**config.mk**
```make
export PLATFORM = sky130hd
export DESIGN_NAME = local_irq_and_mailbox
export DESIGN_NICKNAME = d
export VERILOG_FILES = /design/src/irq_mailbox_pkg.sv /design/src/local_irq_and_mailbox.sv
export SDC_FILE = /design/constraint.sdc
export NUM_CORES = 1
export LEC_CHECK = 0
export ABC_CLOCK_PERIOD_IN_PS = 3380
export BUFFER_PORTS_ARGS = -buffer_cell sky130_fd_sc_hd__buf_2
export CORE_ASPECT_RATIO = 1.25
export CORE_MARGIN = 5
export CORE_UTILIZATION = 45
export DETAILED_ROUTE_END_ITERATION = 6
export PLACE_DENSITY = 0.86
export SYNTH_ARGS = -nofsm -noshare
export SYNTH_HDL_FRONTEND = slang
export SYNTH_SLANG_ARGS = --single-unit
```
**constraint.sdc**
```tcl
create_clock -name sys_clk -period 3.38 [get_ports sys_clk]
set_clock_uncertainty 0.05 [all_clocks]
set_input_delay 0.169 -clock sys_clk [delete_from_list [all_inputs] [get_ports sys_clk]]
set_output_delay 0.169 -clock sys_clk [all_outputs]
set_load 0.05 [all_outputs]
```
**src/irq_mailbox_pkg.sv**
```systemverilog
// Package with register map, field layout and carrier types for the local interrupt and mailbox block.
package irq_mailbox_pkg;

  localparam logic [11:0] IRQ_REG_OFFSET = 12'h4F4;
  localparam logic [11:0] LH_MBOX_OFFSET = 12'h4F8;
  localparam int ADDR_W = 12;

  localparam int EN_LSB = 16;
  localparam int EN_MSB = 25;
  localparam int ST_LSB = 0;
  localparam int ST_MSB = 9;
  localparam int MBOX_IRQ_BIT = 24;
  localparam int NUM_EVT = 10;

  // Event positions, shared by the enable and status fields.
  localparam int EV_LOCAL_FIFO_OVF = 0;
  localparam int EV_PCI_FIFO_OVF = 1;
  localparam int EV_HOST_MBOX = 3;
  localparam int EV_DMA_DONE = 5;
  localparam int EV_IN_POST = 6;
  localparam int EV_OUT_POST = 7;
  localparam int EV_TGT_ABORT = 8;
  localparam int EV_MST_ABORT = 9;

  // Bits 2 and 4 are reserved; 6 and 7 are mirrors and are never stored.
  localparam logic [9:0] EVT_IMPL_MASK = 10'h3EB;
  localparam logic [9:0] EVT_STICKY_MASK = 10'h32B;
  localparam logic [9:0] EN_RESET = 10'h000;
  localparam logic [9:0] ST_RESET = 10'h000;
  localparam logic [15:0] MBOX_DATA_RESET = 16'h0000;
  localparam int MIRROR_SRC_BIT = 3;

  typedef struct packed {
    logic local_fifo_ovf;
    logic pci_fifo_ovf;
    logic host_mbox;
    logic dma_done;
    logic tgt_abort;
    logic mst_abort;
  } evt_pulse_t;

  typedef struct packed {
    logic [31:0] inbound;
    logic [31:0] outbound;
  } fifo_stat_t;

endpackage : irq_mailbox_pkg

```
**src/local_irq_and_mailbox.sv**
```systemverilog
// Local interrupt enable/status register and local-to-host mailbox behind an Avalon-MM slave.
//
// The Avalon-MM register port is this design's own decision.
`timescale 1ns/1ps
`default_nettype none

module local_irq_and_mailbox
  import irq_mailbox_pkg::*;
(
  input wire logic sys_clk,
  input wire logic resetn,
  input wire logic soft_reset,
  input wire logic [ADDR_W-1:0] avs_address,
  input wire logic avs_read,
  input wire logic avs_write,
  input wire logic [31:0] avs_writedata,
  input wire logic [3:0] avs_byteenable,
  output logic [31:0] avs_readdata,
  output logic avs_waitrequest,
  output logic avs_readdatavalid,
  input wire evt_pulse_t evt_pulse,
  input wire fifo_stat_t fifo_stat,
  input wire logic host_irq_clear,
  output logic local_irq,
  output logic host_mbox_irq,
  output logic [15:0] host_mbox_data
);

  ////////////////////////////////////////////////////////////////////////////
  logic [9:0] en_r;
  logic [9:0] st_r;
  logic [9:0] st_view;
  logic [9:0] evt_set;
  logic [9:0] wr_clear;
  logic [15:0] mbox_data_r;
  logic host_irq_r;
  logic ack_r;
  logic [31:0] rdata_r;
  logic rvalid_r;
  logic req;
  logic sel_local_interrupt_enable_status;
  logic sel_mbox;

  assign req = (avs_read | avs_write) & ~ack_r;
  assign sel_local_interrupt_enable_status = (avs_address == IRQ_REG_OFFSET);
  assign sel_mbox = (avs_address == LH_MBOX_OFFSET);

  // One wait state per access: the first cycle stalls, the second completes.
  // This keeps every register side effect on exactly one edge.
  assign avs_waitrequest = (avs_read | avs_write) & ~ack_r;

  always_ff @(posedge sys_clk or negedge resetn)
  begin
    if (!resetn)
      ack_r <= 1'b0;
    else
      ack_r <= req;
  end

  ////////////////////////////////////////////////////////////////////////////
  // Events arriving as status pulses.
  always_comb
  begin
    evt_set = '0;
    evt_set[EV_LOCAL_FIFO_OVF] = evt_pulse.local_fifo_ovf;
    evt_set[EV_PCI_FIFO_OVF] = evt_pulse.pci_fifo_ovf;
    evt_set[EV_HOST_MBOX] = evt_pulse.host_mbox;
    evt_set[EV_DMA_DONE] = evt_pulse.dma_done;
    evt_set[EV_TGT_ABORT] = evt_pulse.tgt_abort;
    evt_set[EV_MST_ABORT] = evt_pulse.mst_abort;
  end

  always_comb
  begin
    wr_clear = '0;
    if (ack_r && avs_write && sel_local_interrupt_enable_status && avs_byteenable[0])
      wr_clear[7:0] = avs_writedata[7:0];
    if (ack_r && avs_write && sel_local_interrupt_enable_status && avs_byteenable[1])
      wr_clear[9:8] = avs_writedata[9:8];
  end

  // A new event in the same cycle as its clear wins, so nothing is lost.
  always_ff @(posedge sys_clk or negedge resetn)
  begin
    if (!resetn)
      st_r <= ST_RESET;
    else
    begin
      st_r <= ((st_r & ~wr_clear) | evt_set) & EVT_STICKY_MASK;
      if (soft_reset)
        st_r[EV_HOST_MBOX] <= 1'b0;
    end
  end

  always_comb
  begin
    st_view = st_r & EVT_IMPL_MASK;
    st_view[EV_IN_POST] = fifo_stat.inbound[MIRROR_SRC_BIT];
    st_view[EV_OUT_POST] = fifo_stat.outbound[MIRROR_SRC_BIT];
  end

  // Soft reset leaves the enables alone.
  always_ff @(posedge sys_clk or negedge resetn)
  begin
    if (!resetn)
      en_r <= EN_RESET;
    else if (ack_r && avs_write && sel_local_interrupt_enable_status)
    begin
      if (avs_byteenable[2])
        en_r[7:0] <= avs_writedata[EN_LSB+7:EN_LSB] & EVT_IMPL_MASK[7:0];
      if (avs_byteenable[3])
        en_r[9:8] <= avs_writedata[EN_MSB:EN_LSB+8];
    end
  end

  // Enabled status bits drive the local interrupt line.
  assign local_irq = |(st_view & en_r);

  ////////////////////////////////////////////////////////////////////////////
  always_ff @(posedge sys_clk or negedge resetn)
  begin
    if (!resetn)
      mbox_data_r <= MBOX_DATA_RESET;
    else if (ack_r && avs_write && sel_mbox)
    begin
      if (avs_byteenable[0])
        mbox_data_r[7:0] <= avs_writedata[7:0];
      if (avs_byteenable[1])
        mbox_data_r[15:8] <= avs_writedata[15:8];
    end
  end

  assign host_mbox_data = mbox_data_r;

  // The host-side clear comes from the host status register outside.
  always_ff @(posedge sys_clk or negedge resetn)
  begin
    if (!resetn)
      host_irq_r <= 1'b0;
    else if (ack_r && avs_write && sel_mbox && avs_byteenable[3] && avs_writedata[MBOX_IRQ_BIT])
      host_irq_r <= 1'b1;
    else if (host_irq_clear)
      host_irq_r <= 1'b0;
  end

  assign host_mbox_irq = host_irq_r;

  ////////////////////////////////////////////////////////////////////////////
  always_ff @(posedge sys_clk or negedge resetn)
  begin
    if (!resetn)
    begin
      rdata_r <= 32'h0000_0000;
      rvalid_r <= 1'b0;
    end
    else
    begin
      rvalid_r <= ack_r & avs_read;
      if (ack_r && avs_read)
      begin
        if (sel_local_interrupt_enable_status)
          rdata_r <= {6'h00, en_r, 6'h00, st_view};
        else if (sel_mbox)
          rdata_r <= {16'h0000, mbox_data_r};
        else
          rdata_r <= 32'h0000_0000;
      end
    end
  end

  // Read data is also presented on the completing edge, combinationally.
  always_comb
  begin
    avs_readdata = rdata_r;
    if (ack_r && avs_read)
    begin
      if (sel_local_interrupt_enable_status)
        avs_readdata = {6'h00, en_r, 6'h00, st_view};
      else if (sel_mbox)
        avs_readdata = {16'h0000, mbox_data_r};
      else
        avs_readdata = 32'h0000_0000;
    end
  end

  assign avs_readdatavalid = rvalid_r;

endmodule : local_irq_and_mailbox

`default_nettype wire

```
==> run summary <==
The run finished, with violations left. The final reports fail on hold timing. For the critical path data arrival time, the log shows 2230 ps. The clock tree buffer depth came out at 2. Synthesis handed over a netlist of 208 instances. Across the whole layout, storage elements account for 1630 um2.

The routed design has 6510 um of wire. The first global-routing pass estimated 10,700 um of wire. Of the synthesized area, sequential elements account for 60.9%. The worst vdd rail ir drop is 0.000204 V, and the total area of multi-input combinational cells is 983 um2.

The final layout contains 449 nets. Internal power: 1.08 mW. After detailed routing, the number of vias per cell comes to 5.36.

The run gives 2,122 as the overall via count from detail_route. In the synthesized netlist the dominant register cell turns out to be dfrtp_1. The tools report the combinational fraction of design power as 7.1%. The clock-pin slew on the worst setup and hold paths works out to 70 ps.

The run gives 53 as the pin count of the biggest net entering global routing. The average wire per cell in the routed design was 16.4 um; the via count of the first global-routing pass was 2,200. Averaged over all synthesized cells, the footprint is 12.8 um2. The post-synthesis net count is 332. The layout has 463 filler cells.

The reg-to-reg setup timing slack is 1020 ps, and the critical path buffer and inverter count is 2. The initial utilization of the core area, before any placement, comes to 46.2%. Critical setup path kind: in2out. The number of port buffers was 105; the routability congestion estimate was 0.807. After routing, the total negative slack on setup checks comes to 0 ps. In this run, the number of DRC markers left after iteration 0 of detailed routing was 52. Setup violations remaining at the end of the flow were counted as 0. The fraction of final layout cells with drive strength greater than 1 is 45.2%, and the vertical extent of the die is 96.2 um. Setup repair after global routing left no endpoint under its margin.

The count of different cell masters after synthesis came out at 30. The family with the most delay on the worst path was simple AND/OR/NAND/NOR gates. The floorplan die width is 78.9 um, and the post-synth design cell area is 2670 um2.

The core area came out at 5780 um2. The routed design could run at a clock period as short as 2450 ps. The tool flagged a number of max-cap violations equal to 0. The logs give 0 for the quantity of gates resized following cts and 0.408 GHz for the maximum achievable frequency.

Of all nets on the critical path, the largest fanout is 10. In the global route stage, overall resource usage came out at 18.8%. In this design, the stage delay of the slowest critical-path cell is 790 ps. The required time reported for the critical path endpoint is 3160 ps, and the area added between synthesis and finish is 30.4%. The final count of hold timing violations is 20.

Net switching is 24.0% of the power. Walking the worst path, the cells encountered are buf_2, or4b_1, nor3_2, a221o_1, buf_2. The worst-margin pin slew came out at 1090 ps. In this run the static leakage power is 1.92 nW. 176 I/O pins were placed.

Overall die area: 7590 um2. The tools report the startpoint class of the critical path as an input pin. The floorplan has 31 rows.

The total of warnings raised by yosys came out at 0. The proportion of synthesized flip-flops having asynchronous set or reset works out to 100%. The analysis attributes to net switching a power of 0.341 mW. The number of enable flip-flop cells after synthesis was 0; the detailed placement HPWL was 4890 um. The worst-case hold slack was -15.8 ps. The ratio of final minimum period to clock period is 72.6%. STA classifies the critical path endpoint as a primary output. For this run, design rule violations remaining after detail routing come to 0.

The tightest min-delay check is of the in2async type. For the worst-skew pair, the clock arrives at the later sink with an insertion delay of 330 ps. The number of antenna diodes in the final layout is 0. The tools report the smallest setup slack after layout as 928 ps. The library cell contributing the largest single delay on the critical path was or4b_1. The number of clock buffers inserted by TritonCTS came out at 9. TritonCTS built the clock tree. Buffer type at the clock tree root: clkbuf_8.

Dividing total power by cell area gives a power density of 408 nW/um2. The max-slew violation count came out at 0. Before antenna repair, the detailed router went through 4 iterations. In this design, the critical path's most frequently occurring cell is buf_2. In this run, synthesis produced a sequential element count of 65. OpenSTA, run right after detailed placement, puts the worst setup slack at 940 ps. The headroom to the max-slew limit is 27.1%.

The number of antenna violations at the first check in global routing was 0. After global routing the overflow that remains totals 0. The logs give 3 for the depth of the CTS H-tree and 55.4% for the sequential cell fraction of total power. Once detail routing completed, the nets flagged for antenna violations numbered 0. Clock tree synthesis found a total of 65 sinks. In this run, the clock network consumes 37.6% of the power.
## power groups by stage
stage | Combinational (mW) | Clock [mW] | Sequential [mW]
floorplan | 0.0349 | 0 | 0.803
global placement | 0.0938 | 0 | 0.802
detailed placement | 0.0962 | 0 | 0.802
CTS | 0.102 | 0.547 | 0.787
global route | 0.114 | 0.582 | 0.788
finish | 0.101 | 0.535 | 0.788
## path summary, 6_finish.rpt
path	depth (start not counted)	to	startpoint
max reg2reg	4	st_r[3]	ack_r
min in group sys_clk	2	en_r[5]	avs_writedata[21]
max in group asynchronous	2	st_r[9]	resetn
min	1	rdata_r[27]	resetn
max	5	avs_readdata[6]	avs_address[9]
min reg2reg	1	rdata_r[18]	rdata_r[18]
## placed cells by master, fill, tap and decap left out, types with 7 or more instances in the layout
cell type and count:
clkbuf_8 9, mux2_2 23, a221o_1 8, nor2_1 8
o21ai_0 8, buf_2 105, a22o_1 8, and2_1 14
dfrtp_1 65, dlygate4sd3_1 7, and3_1 8, nand2_1 17
## layout make-up
class                   instances  share of cell area [%]
clock buffers                  12                    3.88
clock inverters                 4                   0.575
inverters                       5                   0.539
multi-input cells             129                    28.2
flip-flops and latches         65                    46.7
well taps                      66                    2.37
repair buffers                115                    17.7
## stage by stage
step / util [%] / hold WS, ps / area, um2 / std cells / power, mW
2_1_floorplan: - / -177 / 2670 / 208 / 0.837
5_1_grt: 60.3 / 5.27 / 3480 / 396 / 1.48
3_3_place_gp: 56.4 / 273 / 3260 / 373 / 0.896
3_5_place_dp: 56.4 / 278 / 3260 / 373 / 0.898
6_report: 60.3 / -15.8 / 3480 / 396 / 1.42
4_1_cts: 60.1 / 0.114 / 3470 / 395 / 1.44
## kinds of logic after synthesis
family                 count (synthesis)  synth area share, %
muxes                                 24                 10.1
AOI/OAI and AO/OA                     35                 9.93
DFF                                   65                 60.9
and+or+nand+nor                       70                 16.8
buffers and inverters                 14                 2.34
## worst reg2reg max path: cells and delay by family, from the launching register on
| kind | cells | cell delay [ps] |
|---|---|---|
| simple gates | 2 | 850 |
| buf+inv | 1 | 590 |
| flops | 1 | 580 |
| compound gates | 1 | 180 |
## state kept, by name, summed over array words and instances (netlist names)
register,cells
rdata_r,32
host_mbox_irq,1
host_mbox_data,16
st_r,6
avs_readdatavalid,1
en_r,8
ack_r,1
## synthesized netlist by cell type, types with 2 or more instances
| master | n | share of area (%) |
|---|---|---|
| a21oi_1 | 2 | 0.37 |
| nand2_1 | 17 | 2.4 |
| nor3b_1 | 2 | 0.56 |
| clkbuf_1 | 6 | 0.84 |
| and3_1 | 8 | 1.9 |
| dfrtp_1 | 65 | 61 |
| a22o_1 | 8 | 2.6 |
| mux2_2 | 23 | 9.7 |
| and2_0 | 2 | 0.47 |
| or4b_1 | 3 | 1.1 |
| buf_2 | 2 | 0.37 |
| nor4_1 | 3 | 0.70 |
| nand3_1 | 4 | 0.75 |
| and2_1 | 14 | 3.3 |
| inv_1 | 4 | 0.56 |
| o21ai_0 | 8 | 1.5 |
| a31oi_1 | 3 | 0.70 |
| a22oi_1 | 4 | 1.1 |
| nor2_1 | 8 | 1.1 |
| a221o_1 | 8 | 3.0 |
| nor4_4 | 4 | 3.2 |
| nand4_1 | 2 | 0.47 |
## metal layers
| metal | track usage (%) | wire length [um] | share of wire (%) | up-vias |
|---|---|---|---|---|
| met5 | 0 | 0 | 0 | - |
| met4 | 7.59 | 68 | 1.0 | 0 |
| met3 | 5.52 | 479 | 7.4 | 9 |
| met2 | 31.6 | 3360 | 52 | 75 |
| met1 | 22.8 | 2600 | 40 | 1048 |
| li1 | - | - | - | 990 |
## what timing repair did
action	CTS	global route
buffers inserted	0	0
endpoints found under the hold margin	5	1
hold buffers	6	1
Power figures use the tool's default switching activity.
